$ cat src/tcpd_params.svh
`ifndef TCPD_PARAMS_SVH
`define TCPD_PARAMS_SVH

// Framing and limits of a host packet.
`define TCPD_SOH        8'h01
`define TCPD_ETB        8'h17
`define TCPD_MAX_BYTES  6'h28
`define TCPD_LAST_IDX   6'h26

// Packet identifiers and field characters.
`define TCPD_ID_DAC     8'h44
`define TCPD_ID_HB      8'h46
`define TCPD_ID_DELAY   8'h47
`define TCPD_ID_FMT     8'h48
`define TCPD_ID_SRC     8'h49
`define TCPD_ID_GEN     8'h4B
`define TCPD_HB_SYNC    8'h35
`define TCPD_HB_ASYNC   8'h32
`define TCPD_CH_MINUS   8'h2D
`define TCPD_CH_PLUS    8'h2B
`define TCPD_SRC_EXT    8'h45
`define TCPD_SRC_INT    8'h49
`define TCPD_FMT_A      8'h41
`define TCPD_FMT_B      8'h42
`define TCPD_FMT_C      8'h43
`define TCPD_FMT_N      8'h4E
`define TCPD_FMT_X      8'h58
`define TCPD_MOD_AM     8'h4D
`define TCPD_MOD_DC     8'h44
`define TCPD_GEN_B      8'h42
`define TCPD_GEN_H      8'h48
`define TCPD_CH_0       8'h30
`define TCPD_CH_9       8'h39
`define TCPD_CH_A       8'h41
`define TCPD_CH_F       8'h46
`define TCPD_HEX_OFS    4'h9

// Byte counts after the start byte, identifier included, terminator excluded.
`define TCPD_LEN_DAC    6'h05
`define TCPD_LEN_HB     6'h0A
`define TCPD_LEN_DELAY  6'h09
`define TCPD_LEN_FMT    6'h03
`define TCPD_LEN_ONE    6'h02
`define TCPD_DEC_DIGITS 7

// Timing.
`define TCPD_CLK_NS       25
`define TCPD_TICK_NS      100
`define TCPD_CLK_PER_TICK (`TCPD_TICK_NS / `TCPD_CLK_NS)
`define TCPD_JAM_NS       1000000
`define TCPD_JAM_TICKS    (`TCPD_JAM_NS / `TCPD_TICK_NS)

// Reset values.
`define TCPD_DAC_RESET  16'h8000
`define TCPD_DIV_RESET  16'h0009

`endif

$ cat src/tcpd_pkg.sv
package tcpd_pkg;
  typedef enum logic [2:0] {
    TCPD_S_IDLE    = 3'b000,
    TCPD_S_SOH     = 3'b001,
    TCPD_S_COLLECT = 3'b010,
    TCPD_S_EXEC    = 3'b011,
    TCPD_S_FINISH  = 3'b100
  } tcpd_state_t;

  typedef struct packed {
    logic        hb_sync;
    logic [15:0] first_divisor;
    logic [15:0] second_divisor;
    logic        delay_retard;
    logic [23:0] delay;
    logic [7:0]  code_format;
    logic [7:0]  code_modulation;
    logic [7:0]  gen_code;
    logic        clk_ext;
  } tcpd_cfg_t;
endpackage

$ cat src/tcpd_heartbeat.sv
`timescale 1ns/1ps
`default_nettype none
`include "tcpd_params.svh"

module tcpd_heartbeat
  import tcpd_pkg::*;
(
  input  wire logic        clk,
  input  wire logic        rst,
  input  wire logic        ce,
  input  wire logic        tick,
  input  wire logic        epoch,
  input  wire logic        sync_mode,
  input  wire logic [15:0] first_divisor,
  input  wire logic [15:0] second_divisor,
  output logic             hb
);
  logic [15:0] cnt1;
  logic [15:0] cnt2;
  logic [15:0] reload1;
  logic [15:0] reload2;
  logic        wrap1;

  // Synchronous mode counts value down to zero, one state more than asynchronous.
  assign reload1 = sync_mode ? first_divisor : first_divisor - 16'h0001;
  assign reload2 = sync_mode ? second_divisor : second_divisor - 16'h0001;
  assign wrap1   = tick && (cnt1 == 16'h0000);
  assign hb      = wrap1 && (cnt2 == 16'h0000);

  always_ff @(posedge clk) begin
    if (rst) begin
      cnt1 <= 16'h0000;
    end else if (ce) begin
      if (sync_mode && epoch) begin
        cnt1 <= reload1;
      end else if (wrap1) begin
        cnt1 <= reload1;
      end else if (tick) begin
        cnt1 <= cnt1 - 16'h0001;
      end
    end
  end

  always_ff @(posedge clk) begin
    if (rst) begin
      cnt2 <= 16'h0000;
    end else if (ce) begin
      if (sync_mode && epoch) begin
        cnt2 <= reload2;
      end else if (wrap1) begin
        cnt2 <= (cnt2 == 16'h0000) ? reload2 : cnt2 - 16'h0001;
      end
    end
  end
endmodule

`default_nettype wire

$ cat src/tcpd_decoder.sv
`timescale 1ns/1ps
`default_nettype none
`include "tcpd_params.svh"

module tcpd_decoder
  import tcpd_pkg::*;
#(
  parameter int PPS_TICKS = 32'h0098_9680
) (
  input  wire logic        clk,
  input  wire logic        rst,
  input  wire logic        ce,
  input  wire logic        pkt_req,
  input  wire logic        ack_clear,
  input  wire logic        fifo_valid,
  input  wire logic [7:0]  fifo_data,
  input  wire logic        disc_en,
  input  wire logic        jam_en,
  input  wire logic        ext_ref,
  input  wire logic        ref_pps,
  output logic             fifo_pop,
  output logic             fifo_clear,
  output logic             done,
  output logic             pkt_err,
  output logic [15:0]      dac_code,
  output logic             pps_out,
  output logic             hb_out,
  output tcpd_cfg_t        cfg
);
  tcpd_state_t state;
  logic [7:0]  pkt_buf [0:`TCPD_MAX_BYTES-1];
  logic [5:0]  idx;
  logic        take;
  logic [15:0] d_word;
  logic [15:0] div1_word;
  logic [15:0] div2_word;
  logic [23:0] dec_val;
  logic        exec;
  logic        pkt_ok;
  logic [7:0]  id;
  logic [1:0]  ext_sync;
  logic        ext_prev;
  logic [2:0]  ref_sync;
  logic [1:0]  div_cnt;
  logic        tick;
  logic [23:0] lc;
  logic [23:0] target;
  logic signed [25:0] diff;
  logic        ref_edge;
  logic        jam;
  logic        epoch;
  logic        hb;

  function automatic logic [3:0] hex_nib(input logic [7:0] c);
    if (c >= `TCPD_CH_A && c <= `TCPD_CH_F) begin
      return c[3:0] + `TCPD_HEX_OFS;
    end
    return (c >= `TCPD_CH_0 && c <= `TCPD_CH_9) ? c[3:0] : 4'h0;
  endfunction

  //////////////////////////////////////////////////////////////////////////////
  // Packet collection.

  assign take = fifo_valid && !fifo_pop &&
                (state == TCPD_S_SOH || state == TCPD_S_COLLECT);
  assign exec = ce && (state == TCPD_S_EXEC);
  assign id   = pkt_buf[0];

  always_ff @(posedge clk) begin
    if (rst) begin
      state   <= TCPD_S_IDLE;
      idx     <= 6'h00;
      pkt_err <= 1'b0;
    end else if (ce) begin
      case (state)
        TCPD_S_IDLE: begin
          if (pkt_req) begin
            state   <= TCPD_S_SOH;
            idx     <= 6'h00;
            pkt_err <= 1'b0;
          end
        end
        TCPD_S_SOH: begin
          if (take) begin
            state   <= (fifo_data == `TCPD_SOH) ? TCPD_S_COLLECT : TCPD_S_FINISH;
            pkt_err <= (fifo_data != `TCPD_SOH);
          end
        end
        TCPD_S_COLLECT: begin
          if (take) begin
            if (fifo_data == `TCPD_ETB) begin
              state <= TCPD_S_EXEC;
            end else if (idx == `TCPD_LAST_IDX) begin
              state   <= TCPD_S_FINISH;
              pkt_err <= 1'b1;
            end else begin
              idx <= idx + 6'h01;
            end
          end
        end
        TCPD_S_EXEC: begin
          state   <= TCPD_S_FINISH;
          pkt_err <= !pkt_ok;
        end
        TCPD_S_FINISH: state <= TCPD_S_IDLE;
        default:       state <= TCPD_S_IDLE;
      endcase
    end
  end

  always_ff @(posedge clk) begin
    if (ce && state == TCPD_S_COLLECT && take && fifo_data != `TCPD_ETB) begin
      pkt_buf[idx] <= fifo_data;
    end
  end

  always_ff @(posedge clk) begin
    if (rst) begin
      fifo_pop   <= 1'b0;
      fifo_clear <= 1'b0;
      done       <= 1'b0;
    end else if (ce) begin
      fifo_pop   <= take;
      fifo_clear <= (state == TCPD_S_FINISH);
      // Completion wins over a host clear in the same cycle.
      done       <= (state == TCPD_S_FINISH) || (done && !ack_clear);
    end
  end

  //////////////////////////////////////////////////////////////////////////////
  // Field assembly.

  assign d_word    = {hex_nib(pkt_buf[1]), hex_nib(pkt_buf[2]),
                      hex_nib(pkt_buf[3]), hex_nib(pkt_buf[4])};
  assign div1_word = {hex_nib(pkt_buf[2]), hex_nib(pkt_buf[3]),
                      hex_nib(pkt_buf[4]), hex_nib(pkt_buf[5])};
  assign div2_word = {hex_nib(pkt_buf[6]), hex_nib(pkt_buf[7]),
                      hex_nib(pkt_buf[8]), hex_nib(pkt_buf[9])};

  always_comb begin
    dec_val = 24'h00_0000;
    for (int k = 0; k < `TCPD_DEC_DIGITS; k++) begin
      dec_val = (dec_val << 3) + (dec_val << 1) + {20'h0_0000, pkt_buf[2+k][3:0]};
    end
  end

  always_comb begin
    case (id)
      `TCPD_ID_DAC:   pkt_ok = (idx == `TCPD_LEN_DAC);
      `TCPD_ID_HB:    pkt_ok = (idx == `TCPD_LEN_HB);
      `TCPD_ID_DELAY: pkt_ok = (idx == `TCPD_LEN_DELAY);
      `TCPD_ID_FMT:   pkt_ok = (idx == `TCPD_LEN_FMT);
      `TCPD_ID_SRC:   pkt_ok = (idx == `TCPD_LEN_ONE);
      `TCPD_ID_GEN:   pkt_ok = (idx == `TCPD_LEN_ONE);
      default:        pkt_ok = 1'b0;
    endcase
  end

  //////////////////////////////////////////////////////////////////////////////
  // Configuration store. Mode, sign, format, source and generator bytes outside their set leave a field unchanged.

  always_ff @(posedge clk) begin
    if (rst) begin
      cfg                 <= '0;
      cfg.first_divisor   <= `TCPD_DIV_RESET;
      cfg.second_divisor  <= `TCPD_DIV_RESET;
      cfg.hb_sync         <= 1'b1;
      cfg.code_format     <= `TCPD_FMT_B;
      cfg.code_modulation <= `TCPD_MOD_AM;
      cfg.gen_code        <= `TCPD_GEN_B;
      cfg.clk_ext         <= 1'b0;
    end else if (exec && pkt_ok) begin
      case (id)
        `TCPD_ID_HB: begin
          if (pkt_buf[1] == `TCPD_HB_SYNC || pkt_buf[1] == `TCPD_HB_ASYNC) begin
            cfg.hb_sync        <= (pkt_buf[1] == `TCPD_HB_SYNC);
            cfg.first_divisor  <= div1_word;
            cfg.second_divisor <= div2_word;
          end
        end
        `TCPD_ID_DELAY: begin
          if (pkt_buf[1] == `TCPD_CH_PLUS || pkt_buf[1] == `TCPD_CH_MINUS) begin
            cfg.delay_retard <= (pkt_buf[1] == `TCPD_CH_MINUS);
            cfg.delay        <= dec_val;
          end
        end
        `TCPD_ID_FMT: begin
          if ((pkt_buf[1] == `TCPD_FMT_A || pkt_buf[1] == `TCPD_FMT_B ||
               pkt_buf[1] == `TCPD_FMT_C || pkt_buf[1] == `TCPD_FMT_N ||
               pkt_buf[1] == `TCPD_FMT_X) &&
              (pkt_buf[2] == `TCPD_MOD_AM ||
               (pkt_buf[2] == `TCPD_MOD_DC && pkt_buf[1] != `TCPD_FMT_C &&
                pkt_buf[1] != `TCPD_FMT_X))) begin
            cfg.code_format     <= pkt_buf[1];
            cfg.code_modulation <= pkt_buf[2];
          end
        end
        `TCPD_ID_SRC: begin
          if (pkt_buf[1] == `TCPD_SRC_EXT || pkt_buf[1] == `TCPD_SRC_INT) begin
            cfg.clk_ext <= (pkt_buf[1] == `TCPD_SRC_EXT);
          end
        end
        `TCPD_ID_GEN: begin
          if (pkt_buf[1] == `TCPD_GEN_B || pkt_buf[1] == `TCPD_GEN_H) begin
            cfg.gen_code <= pkt_buf[1];
          end
        end
        default: ;
      endcase
    end
  end

  //////////////////////////////////////////////////////////////////////////////
  // Reference tick, local epoch and disciplining.

  always_ff @(posedge clk) begin
    if (rst) begin
      ext_sync <= 2'b00;
      ext_prev <= 1'b0;
      ref_sync <= 3'b000;
      div_cnt  <= 2'b00;
    end else if (ce) begin
      ext_sync <= {ext_sync[0], ext_ref};
      ext_prev <= ext_sync[1];
      ref_sync <= {ref_sync[1:0], ref_pps};
      div_cnt  <= (div_cnt == 2'(`TCPD_CLK_PER_TICK - 1)) ? 2'b00 : div_cnt + 2'b01;
    end
  end

  assign tick = cfg.clk_ext ? (ext_sync[1] && !ext_prev)
                            : (div_cnt == 2'(`TCPD_CLK_PER_TICK - 1));
  assign epoch    = tick && (lc == 24'(PPS_TICKS - 1));
  assign ref_edge = ref_sync[1] && !ref_sync[2];
  assign target   = (cfg.delay == 24'h00_0000) ? 24'h00_0000 :
                    cfg.delay_retard ? 24'(PPS_TICKS) - cfg.delay : cfg.delay;

  always_comb begin
    diff = $signed({2'b00, lc}) - $signed({2'b00, target});
    if (diff > 26'(PPS_TICKS / 2)) begin
      diff = diff - 26'(PPS_TICKS);
    end else if (diff < -26'(PPS_TICKS / 2)) begin
      diff = diff + 26'(PPS_TICKS);
    end
  end

  assign jam = ref_edge && jam_en &&
               (diff > 26'(`TCPD_JAM_TICKS) || diff < -26'(`TCPD_JAM_TICKS));

  always_ff @(posedge clk) begin
    if (rst) begin
      lc <= 24'h00_0000;
    end else if (ce) begin
      if (jam) begin
        lc <= target;
      end else if (tick) begin
        lc <= epoch ? 24'h00_0000 : lc + 24'h00_0001;
      end
    end
  end

  // A direct load has priority over a loop step in the same cycle.
  always_ff @(posedge clk) begin
    if (rst) begin
      dac_code <= `TCPD_DAC_RESET;
    end else if (ce) begin
      if (exec && pkt_ok && id == `TCPD_ID_DAC) begin
        dac_code <= d_word;
      end else if (ref_edge && disc_en && !jam) begin
        if (diff > 26'sh000_0000 && dac_code != 16'h0000) begin
          dac_code <= dac_code - 16'h0001;
        end else if (diff < 26'sh000_0000 && dac_code != 16'hFFFF) begin
          dac_code <= dac_code + 16'h0001;
        end
      end
    end
  end

  tcpd_heartbeat u_hb (
    .clk            (clk),
    .rst            (rst),
    .ce             (ce),
    .tick           (tick),
    .epoch          (epoch),
    .sync_mode      (cfg.hb_sync),
    .first_divisor  (cfg.first_divisor),
    .second_divisor (cfg.second_divisor),
    .hb             (hb)
  );

  always_ff @(posedge clk) begin
    if (rst) begin
      pps_out <= 1'b0;
      hb_out  <= 1'b0;
    end else if (ce) begin
      pps_out <= epoch;
      hb_out  <= hb;
    end
  end
endmodule

`default_nettype wire

$ cat config.mk
export PLATFORM = sky130hd
export DESIGN_NAME = tcpd_decoder
export DESIGN_NICKNAME = d
export VERILOG_FILES = /design/src/tcpd_pkg.sv /design/src/tcpd_heartbeat.sv /design/src/tcpd_decoder.sv
export VERILOG_INCLUDE_DIRS = /design/src
export SDC_FILE = /design/constraint.sdc
export NUM_CORES = 1
export LEC_CHECK = 0
export ABC_AREA = 1
export BUFFER_PORTS_ARGS = -buffer_cell sky130_fd_sc_hd__buf_2
export CAP_MARGIN = 5
export CORE_UTILIZATION = 50
export CTS_CLUSTER_SIZE = 20
export DETAILED_ROUTE_END_ITERATION = 7
export PLACE_DENSITY = 0.67
export SLEW_MARGIN = 25
export SYNTH_ARGS = -nofsm -noshare
export SYNTH_HDL_FRONTEND = slang
export SYNTH_SLANG_ARGS = --single-unit
$ cat constraint.sdc
create_clock -name clk -period 16.7 [get_ports clk]
set_clock_uncertainty 0.1 [all_clocks]
set_input_delay 0.835 -clock clk [delete_from_list [all_inputs] [get_ports clk]]
set_output_delay 0.835 -clock clk [all_outputs]
set_load 0.01 [all_outputs]
# After elaboration in Yosys (flattened, before gate mapping)
# Memories as Yosys holds them, arrays and structs flattened.
# Index checks and enable logic that the tools add are counted.
totals:
  in_bits: 18
  n_memories: 1
  wordCells: 311
  regBits: 178
  ram_bits: 320
  rom_bits: 0
  latch_bits: 0
  out_inout_bits: 105
memory_table:
  columns: ["name", "words", "width", "read_ports", "rd_clocked_by_memory_dff", "write_ports", "line", "rtl"]
  rows:
  - ["pkt_buf", 40, 8, 10, 0, 1, "tcpd_decoder.sv:31", "logic [7:0] pkt_buf [0:`TCPD_MAX_BYTES-1];"]
op_classes:
  div_mod_pow: 0
  shifts: 0
  bitwise: 0
  n_reduce_logical: 85
  magnitude_cmp: 42
  add_sub_neg: 34
  mux: 78
  eq_ne: 46
  multipliers: 0
ops:
  columns: ["operator", "count"]
  rows:
  - ["16-bit 2-to-1 mux", 12]
  - ["8-bit by 7-bit == test with 1-bit output, second input constant", 16]
  - ["24-bit 2-to-1 mux", 5]
  - ["4-bit 2-to-1 mux", 27]
  - ["16-bit by 1-bit subtractor with 16-bit output, second input constant", 5]
  - ["8-bit by 6-bit greater-or-equal comparator with 1-bit output, second input constant", 9]
  - ["8-bit by 7-bit greater-or-equal comparator with 1-bit output, second input constant", 9]
  - ["8-bit by 6-bit <= comparator with 1-bit output, second input constant", 9]
  - ["8-bit by 7-bit <= comparator with 1-bit output, second input constant", 9]
  - ["26-bit 2-to-1 mux", 2]
  - ["1-bit logical AND", 42]
  - ["4-bit adder, second input constant", 9]
  - ["8-bit by 6-bit == test with 1-bit output, second input constant", 4]
  - ["16-bit zero test", 2]
  - ["25-bit by 25-bit adder with 26-bit output, second input constant", 1]
  - ["26-bit by 1-bit greater-than comparator with 1-bit output, second input constant", 1]
  - ["26-bit by 15-bit greater-than comparator with 1-bit output, second input constant", 1]
  - ["26-bit by 1-bit < comparator with 1-bit output, second input constant", 1]
  - ["26-bit by 15-bit < comparator with 1-bit output, second input constant", 1]
  - ["25-bit by 25-bit subtractor with 26-bit output, second input constant", 1]
  - ["25-bit by 24-bit greater-than comparator with 1-bit output, second input constant", 1]
  - ["25-bit by 24-bit < comparator with 1-bit output, second input constant", 1]
  - ["24-bit by 24-bit subtractor with 25-bit output", 1]
  - ["24-bit by 1-bit adder with 24-bit output, second input constant", 1]
  - ["56 further kinds", 115]

# Longest topological paths before layout
# Gate-level depths: netlist of run 1.
depth:
  word_depth: 14
  depth_mapped: 67

# Cells and area by module
# Synthesis of run 1 repeated with hierarchy kept, for this count alone.
unflattened:
  hier_cells: 3539
  area_unflattened_um2: 23657.7
modules_own_cells:
  columns: ["module", "area_per_inst_um2", "seq_area_each_um2", "cells_each", "instances"]
  rows:
  - ["tcpd_decoder", 20395.8, 5325.1, 2981, 1]
  - ["tcpd_heartbeat", 3261.9, 640.6, 558, 1]

# Worst setup path after synthesis of run 1
# No wires, ideal clock.
synth_timing:
  path_kind: "register to register"
  startpoint: "mem pkt_buf[3][3]"
  endpoint: "reg cfg[48] (netlist name)"
  arrival_ns: 8.304
  n_path_buf: 0
  stages_incl_launch_ff: 48
  setup_ns: 0.109
  slack_ns: 8.187
  period_less_slack_ns: 8.513
  cell_sequence: "edfxtp_1 > fa_1 > inv_1 > fa_1 > xnor2_1 > ha_1 > ha_1 > nand2_1 > o21ai_0 > xor2_1 > inv_1 > ha_1 > ha_1 > inv_1 > o21bai_1 > a21oi_1 > o21ai_0 > xnor2_1 > [12 not listed] > ha_1 > nand2_1 > o21ai_0 > nand2_1 > nand2_1 > a21oi_1 > or2_2 > nand2_1 > inv_1 > ha_1 > ha_1 > nand2_1 > o21ai_0 > inv_1 > nand3_1 > nand3_1 > nand2_1 > inv_1"
synth_lines:
  columns: ["element", "line", "rtl"]
  rows:
  - ["start: declaration", "tcpd_decoder.sv:31", null]
  - ["end: declaration", "tcpd_decoder.sv:28", "output tcpd_cfg_t cfg"]

==> metrics.txt, run 1 <==
# TYPE chip_impl_metric gauge
chip_impl_info{name="outcome",value="finished, final reports clean"} 1
chip_impl_metric{name="dieArea",unit="um^2"} 47270
chip_impl_metric{name="initialDrtViolationCount",unit=""} 1409
chip_impl_metric{name="routed-via-count",unit=""} 22840
chip_impl_info{name="post-synth-top-area-cell",value="dfxtp_1"} 1
chip_impl_metric{name="hold_viol_final",unit=""} 0
chip_impl_metric{name="cts_post_setup_buffers_inserted",unit=""} 0
chip_impl_metric{name="cts.sink_count",unit=""} 258
chip_impl_metric{name="initial_core_utilization",unit="%"} 50.91
chip_impl_metric{name="syn_inst",unit=""} 3425
chip_impl_info{name="post-synth-top-count-cell",value="nand2_1"} 1
chip_impl_metric{name="setup_viol",unit=""} 0
chip_impl_metric{name="drt-total-wl",unit="um"} 66370
chip_impl_metric{name="post_synth_arst_share",unit="%"} 0
chip_impl_metric{name="sequential_element_share_of_the_synthesized_area",unit="%"} 25.71
chip_impl_metric{name="pin_count",unit=""} 123
chip_impl_metric{name="final-max-slew-violation-count",unit=""} 0
chip_impl_metric{name="maxClockFrequency",unit="GHz"} 0.1079
chip_impl_metric{name="tightest_slew",unit="ps"} 977.0
chip_impl_metric{name="detailedPlacementHpwl",unit="um"} 51290
chip_impl_info{name="timing.critical_path.to_type",value="flop"} 1
chip_impl_metric{name="fp.coreArea",unit="um^2"} 45580
chip_impl_info{name="ys_top_cells_by_count",value="768 x nand2_1, 480 x inv_1, 353 x nor2_1, 246 x ha_1, 234 x a21oi_1"} 1
chip_impl_metric{name="grt_antenna_before_repair",unit=""} 0
chip_impl_metric{name="pin_count_of_the_biggest_net_entering_global_routing",unit=""} 99
chip_impl_metric{name="area.sequential",unit="um^2"} 5966
chip_impl_metric{name="final_min_period_over_clock_period",unit="%"} 55.51
chip_impl_metric{name="globalRouteTotalUtil",unit="%"} 27.89
chip_impl_metric{name="fill_cells",unit=""} 4441
chip_impl_metric{name="yosys_warning_count",unit=""} 0
chip_impl_info{name="crit_path_start_kind",value="flop"} 1
chip_impl_metric{name="gp_congestion",unit=""} 0.9656
chip_impl_metric{name="cts-resized-gates",unit=""} 0
chip_impl_metric{name="synth_edf_count",unit=""} 80
chip_impl_metric{name="vdd_ir_drop_max",unit="mV"} 0.09111
chip_impl_metric{name="numCtsBuffers",unit=""} 30
chip_impl_metric{name="growth_of_design_area_from_synthesis_to_finish",unit="%"} 9.297
chip_impl_metric{name="buffer_ports.inserted",unit=""} 122
chip_impl_metric{name="timing.final.crit_period",unit="ps"} 9270
chip_impl_metric{name="post_synth.cell_area_avg",unit="um^2"} 6.774
chip_impl_metric{name="post_synth_instance_area",unit="um^2"} 23200
chip_impl_info{name="cts.root.buffer_cell",value="clkbuf_16"} 1
chip_impl_info{name="cpMostUsedCell",value="ha_1"} 1
chip_impl_metric{name="ys_seq_elements",unit=""} 258
chip_impl_metric{name="htree_levels",unit=""} 1
chip_impl_metric{name="cp_data_required_time",unit="ps"} 17090
chip_impl_metric{name="critPathArrivalTime",unit="ps"} 9660
chip_impl_info{name="tritoncts",value="built"} 1
chip_impl_metric{name="cts.path.max_buffers",unit=""} 3
chip_impl_metric{name="grt_overflow_total",unit=""} 0
chip_impl_metric{name="holdBufCountCts",unit=""} 0
chip_impl_metric{name="final.setup.tns",unit="ps"} 0
chip_impl_metric{name="cpPeakStageDelay",unit="ps"} 560
chip_impl_info{name="ys_top_cells_by_area",value="dfxtp_1 15%, ha_1 13%, nand2_1 12%, edfxtp_1 10%, inv_1 7.8%"} 1
chip_impl_metric{name="cellPowerDensity",unit="nW/um^2"} 81.97
chip_impl_metric{name="leakagePower",unit="uW"} 0.01234
chip_impl_metric{name="post-synth-top-area-fraction",unit="%"} 15.36
chip_impl_metric{name="die_w",unit="um"} 217.4
chip_impl_info{name="hold_path_class",value="reg -> reg"} 1
chip_impl_metric{name="row_count",unit=""} 78
chip_impl_metric{name="die_height",unit="um"} 217.4
chip_impl_metric{name="power.total",unit="uW"} 2079
chip_impl_metric{name="crit_path_max_fanout",unit=""} 6
chip_impl_metric{name="cts.clk_slew.worst_paths",unit="ps"} 60
chip_impl_metric{name="detailedRoute.firstPassIterationCount",unit=""} 6
chip_impl_metric{name="synth.net_count",unit=""} 3703
chip_impl_metric{name="final_layout_size_suffix_gt1_share",unit="%"} 7.736
chip_impl_info{name="synth-main-ff-cell",value="dfxtp_1"} 1
chip_impl_metric{name="slew-limit-headroom",unit="%"} 34.27
chip_impl_metric{name="synth_cell_types",unit=""} 70
chip_impl_metric{name="cap_viol_max_count",unit=""} 0
chip_impl_metric{name="detail_route.vias_per_cell",unit=""} 5.514
chip_impl_metric{name="diodes",unit=""} 0
chip_impl_metric{name="remaining_drc_errors",unit=""} 0
chip_impl_info{name="rsz0062_at_grt",value="no"} 1
chip_impl_metric{name="nets",unit=""} 3796
chip_impl_metric{name="grt_pass1_vias",unit=""} 21720
chip_impl_metric{name="multi_input_area",unit="um^2"} 15000
chip_impl_metric{name="routed_wire_length_per_instance",unit="um"} 16.02
chip_impl_metric{name="worst_skew_pair.late_latency",unit="ps"} 590
chip_impl_info{name="cpMaxStageDelayCell",value="fa_1"} 1
chip_impl_metric{name="drt.antenna.violating_nets",unit=""} 0
chip_impl_metric{name="wire_length_of_the_first_global_routing_pass",unit="um"} 108200
chip_impl_info{name="criticalPathCategory",value="reg -> reg"} 1
[area by class of cell]
cell class | count | share of cell area, %
Clock buffer | 40 | 3.409
Clock inverter | 16 | 0.7845
Inverter | 495 | 7.337
Multi-Input combinational cell | 2597 | 59.13
Sequential cell | 258 | 23.52
Tap cell | 600 | 2.960
Timing Repair Buffer | 136 | 2.852
[logic make-up (layout without fill, tap and decap cells)]
family | after synthesis | after routing | share of synthesized area [%]
and+or+nand+nor | 1581 | 1581 | 29.29
AOI/OAI and AO/OA | 580 | 580 | 14.18
buffers and inverters | 570 | 687 | 9.685
adders and majority gates | 260 | 260 | 14.47
DFF | 258 | 258 | 25.71
xor gates and xnor gates | 173 | 173 | 6.530
muxes | 3 | 3 | 0.1294
[worst max-delay path, delay by kind of cell, from the launching register on]
kind | cells | cell delay, ps
DFF | 1 | 510
buffers and inverters | 9 | 590
adders and majority gates | 12 | 4150
AOI/OAI and AO/OA | 9 | 1630
xor gates and xnor gates | 5 | 970
and+or+nand+nor | 12 | 1210
[state kept, by name, indices dropped and copies added, names as in the netlist]
| register | flops |
|---|---|
| dac_code | 16 |
| fifo_clear | 1 |
| pkt_err | 1 |
| div_cnt | 2 |
| state | 3 |
| lc | 24 |
| u_hb.cnt1 | 16 |
| idx | 6 |
| cfg | 83 |
| pps_out | 1 |
| u_hb.cnt2 | 16 |
| ref_sync | 3 |
| ext_prev | 1 |
| pkt_buf | 80 |
| done | 1 |
| ext_sync | 2 |
| fifo_pop | 1 |
| hb_out | 1 |
[report_power, final]
| part | leakage, uW | internal [uW] | switching (uW) |
|---|---|---|---|
| combinational | 0.00966 | 221 | 487 |
| sequential | 0.00216 | 654 | 11.1 |
| clock | 0.000521 | 415 | 290 |
| total | 0.0123 | 1290 | 789 |
[placed cells by master, fill, tap and decap left out, types with 32 or more instances in the layout]
cell type	instances
dfxtp_1	178
clkbuf_16	32
o21ai_0	181
xor2_1	121
xnor2_1	52
nand4_1	67
edfxtp_1	80
nor3_1	68
ha_1	246
nand2_1	768
a21oi_1	234
buf_2	122
inv_1	479
nand3_1	217
nor2_1	353
[metal layers]
layer | GRT usage [%] | part of all wire (%) | vias to the layer above
met5 | 0 | 0 | -
met4 | 8.967 | 2.8 | 0
met3 | 3.026 | 4.8 | 114
met2 | 49.96 | 49 | 605
met1 | 34.74 | 44 | 10610
li1 | - | - | 11510
[metrics by stage]
| step | instance area, um^2 | instances | hold slack (ps) | util (%) | worst slack [ps] |
|---|---|---|---|---|---|
| after floorplan | 23200 | 3425 | 345.3 | - | 8187 |
| after global placement | 24270 | 4085 | 322.4 | 53.26 | 7559 |
| after detailed placement | 24270 | 4085 | 324.2 | 53.26 | 7375 |
| after CTS | 25340 | 4141 | 343.4 | 55.59 | 7398 |
| after global routing | 25360 | 4142 | 357.8 | 55.64 | 6377 |
| final | 25360 | 4142 | 345.1 | 55.64 | 7430 |
[path summary, 6_finish.rpt]
path         cells after the start                    to  slack [ps]               startpoint
max                             47  cfg[48]$_SDFFE_PP0P_        7430  pkt_buf[2][2]$_DFFE_PP_
min                              1  cfg[23]$_SDFFE_PP1P_         350     cfg[23]$_SDFFE_PP1P_
max reg2reg                     47  cfg[48]$_SDFFE_PP0P_        7430  pkt_buf[2][2]$_DFFE_PP_
min reg2reg                      1  cfg[23]$_SDFFE_PP1P_         350     cfg[23]$_SDFFE_PP1P_
Note: power is estimated with default switching activity, not from simulation.
==> inputs of run 2 (changes only) <==
--- a/config.mk
+++ b/config.mk
@@ -12,7 +12,7 @@
 export CORE_UTILIZATION = 50
 export CTS_CLUSTER_SIZE = 20
 export DETAILED_ROUTE_END_ITERATION = 7
-export PLACE_DENSITY = 0.67
+export PLACE_DENSITY = 0.7
 export SLEW_MARGIN = 25
 export SYNTH_ARGS = -nofsm -noshare
 export SYNTH_HDL_FRONTEND = slang
==> constraint.sdc (replaced) <==
create_clock -name clk -period 7.7 [get_ports clk]
set_clock_uncertainty 0.1 [all_clocks]
set_input_delay 0.385 -clock clk [delete_from_list [all_inputs] [get_ports clk]]
set_output_delay 0.385 -clock clk [all_outputs]
set_load 0.01 [all_outputs]
==> metrics.txt, run 2 (synthesized netlist as in run 1, its figures left out) <==
# TYPE chip_impl_metric gauge
chip_impl_metric{name="final-max-slew-violation-count",unit=""} 0
chip_impl_info{name="top_regs",value="cfg: 83 flops, pkt_buf: 80 flops, lc: 24 flops"} 1
chip_impl_metric{name="final.setup.tns",unit="ps"} -3452
chip_impl_info{name="rsz0062_at_grt",value="yes"} 1
chip_impl_metric{name="detail_route.vias_per_cell",unit=""} 5.474
chip_impl_metric{name="die_w",unit="um"} 217.4
chip_impl_metric{name="maxClockFrequency",unit="GHz"} 0.1196
chip_impl_info{name="cpMostUsedCell",value="ha_4"} 1
chip_impl_metric{name="crit_path_max_fanout",unit=""} 4
chip_impl_info{name="cpMaxStageDelayCell",value="fa_1"} 1
chip_impl_info{name="path_delay_family",value="adder cells"} 1
chip_impl_metric{name="remaining_drc_errors",unit=""} 0
chip_impl_metric{name="area.sequential",unit="um^2"} 5968
chip_impl_metric{name="setup_viol",unit=""} 11
chip_impl_metric{name="htree_levels",unit=""} 1
chip_impl_info{name="cts.root.buffer_cell",value="clkbuf_16"} 1
chip_impl_metric{name="routed-via-count",unit=""} 24840
chip_impl_metric{name="fp.coreArea",unit="um^2"} 45580
chip_impl_metric{name="cp_data_required_time",unit="ps"} 8090
chip_impl_metric{name="cts.sink_count",unit=""} 258
chip_impl_info{name="crit_path_start_kind",value="flop"} 1
chip_impl_info{name="hold_path_class",value="in -> reg"} 1
chip_impl_metric{name="die_height",unit="um"} 217.4
chip_impl_metric{name="cp_num_buf_inv",unit=""} 9
chip_impl_info{name="outcome",value="finished, violations left"} 1
chip_impl_metric{name="grt_overflow_total",unit=""} 0
chip_impl_metric{name="row_count",unit=""} 78
chip_impl_metric{name="cpPeakStageDelay",unit="ps"} 600
chip_impl_metric{name="worst_skew_pair.late_latency",unit="ps"} 600
chip_impl_metric{name="final_layout_size_suffix_gt1_share",unit="%"} 25.88
chip_impl_metric{name="slew-limit-headroom",unit="%"} 32.85
chip_impl_info{name="grt-busiest-layer",value="met2"} 1
chip_impl_metric{name="drt-total-wl",unit="um"} 75370
chip_impl_metric{name="grt_util_met1",unit="%"} 39.21
chip_impl_metric{name="flip_flop_count_of_the_largest_register_after_layout",unit=""} 83
chip_impl_metric{name="grt_antenna_before_repair",unit=""} 0
chip_impl_metric{name="pin_count",unit=""} 123
chip_impl_metric{name="cts.clk_slew.worst_paths",unit="ps"} 70
chip_impl_metric{name="worst_hold_margin",unit="ps"} 102.0
chip_impl_info{name="layout.cells.most_common",value="nand2_1"} 1
chip_impl_metric{name="fin_util",unit="%"} 67.86
chip_impl_info{name="failed_checks",value="setup timing"} 1
chip_impl_metric{name="drt.antenna.violating_nets",unit=""} 0
chip_impl_info{name="tritoncts",value="built"} 1
chip_impl_metric{name="fraction_of_met3_tracks_used_by_global_routing",unit="%"} 3.431
chip_impl_metric{name="final_min_period_over_clock_period",unit="%"} 108.6
chip_impl_metric{name="tightest_slew",unit="ps"} 1007
chip_impl_metric{name="buffer_ports.inserted",unit=""} 122
chip_impl_metric{name="critPathArrivalTime",unit="ps"} 8750
chip_impl_metric{name="detailedPlacementHpwl",unit="um"} 53000
chip_impl_metric{name="leakagePower",unit="uW"} 0.01454
chip_impl_metric{name="grt_pass1_vias",unit=""} 22990
chip_impl_metric{name="globalRouteMet2Util",unit="%"} 49.82
chip_impl_info{name="criticalPathCategory",value="reg -> reg"} 1
chip_impl_metric{name="globalRouteTotalUtil",unit="%"} 29.36
chip_impl_metric{name="pin_count_of_the_biggest_net_entering_global_routing",unit=""} 92
chip_impl_info{name="layout_common_cells",value="717 x nand2_1, 446 x inv_1, 374 x buf_4"} 1
chip_impl_metric{name="initial_core_utilization",unit="%"} 50.91
chip_impl_metric{name="worst-r2r-setup-slack",unit="ps"} -660
chip_impl_metric{name="gp_congestion",unit=""} 0.9373
chip_impl_metric{name="dieArea",unit="um^2"} 47270
chip_impl_metric{name="numCtsBuffers",unit=""} 31
chip_impl_metric{name="hold_viol_final",unit=""} 0
chip_impl_metric{name="initialDrtViolationCount",unit=""} 1747
chip_impl_metric{name="cts.path.max_buffers",unit=""} 3
chip_impl_metric{name="wire_length_of_the_first_global_routing_pass",unit="um"} 113900
chip_impl_metric{name="cellPowerDensity",unit="nW/um^2"} 169.4
chip_impl_metric{name="fill_cells",unit=""} 3729
chip_impl_metric{name="cap_viol_max_count",unit=""} 0
chip_impl_metric{name="multi_input_area",unit="um^2"} 17490
chip_impl_info{name="timing.critical_path.to_type",value="flop"} 1
chip_impl_metric{name="detailedRoute.firstPassIterationCount",unit=""} 6
chip_impl_info{name="largest-register",value="cfg"} 1
chip_impl_metric{name="diodes",unit=""} 0
chip_impl_metric{name="growth_of_design_area_from_synthesis_to_finish",unit="%"} 33.30
chip_impl_metric{name="timing.final.crit_period",unit="ps"} 8364
chip_impl_metric{name="routed_wire_length_per_instance",unit="um"} 16.61
chip_impl_metric{name="worst_slack",unit="ps"} -664.3
chip_impl_metric{name="vdd_ir_drop_max",unit="mV"} 0.1904
chip_impl_metric{name="nets",unit=""} 4191
[run 2: what timing repair did]
action / 4_1_cts / 5_1_grt
setup buffers: 28 / 40
gates cloned: 0 / 1
hold buffers: 3 / 0
endpoints found under the setup margin: 18 / 22
pin swaps: 107 / 171
endpoints found under the hold margin: 3 / 0
resized for setup: 122 / 280
[run 2: final cells by class]
class / instances / share of cell area, %
Clock buffer: 43 / 2.783
Tap cell: 600 / 2.427
Timing Repair Buffer: 529 / 12.31
Sequential cell: 258 / 19.30
Inverter: 495 / 6.084
Clock inverter: 15 / 0.5421
Multi-Input combinational cell: 2598 / 56.56
[run 2: where the power goes]
group          internal, uW  total, uW  switching [uW]  leakage, uW
clock                   857       1500             647     0.000500
combinational          1020       2290            1270       0.0119
sequential             1420       1440            25.5      0.00216
total                  3300       5240            1940       0.0145
[run 2: worst register-to-register path, delay by kind of cell, from the launching register on]
family	cells	cell delay [ps]
compound gates	6	860
xor+xnor	4	830
fa+ha+maj	12	3870
buf+inv	9	630
flops	1	430
simple gates	15	1550
[run 2: path summary, 6_finish.rpt]
kind                                              start                      end  cells after the start
worst max-delay path            pkt_buf[2][0]$_DFFE_PP_     cfg[48]$_SDFFE_PP0P_                     46
worst min-delay path                       fifo_data[4]  pkt_buf[9][4]$_DFFE_PP_                      1
worst max register to register  pkt_buf[2][0]$_DFFE_PP_     cfg[48]$_SDFFE_PP0P_                     46
worst min register to register     cfg[15]$_SDFFE_PP1P_     cfg[15]$_SDFFE_PP1P_                      1
[run 2: routing by layer]
layer | up-vias | wire length [um]
li1 | 12330 | -
met1 | 11550 | 32410
met2 | 811 | 35770
met3 | 156 | 4867
met4 | 0 | 2318
met5 | - | 0
[run 2: per-stage QoR]
step	instance area, um^2	power [uW]	std cells	worst slack, ps
CTS	29340	4972	4503	-348.0
finish	30930	5240	4538	-664.3
detailed placement	27430	3439	4418	-675.2
global placement	27430	3422	4418	-489.5
global route	30930	5540	4538	-1036
floorplan	23850	2663	3425	-115.8
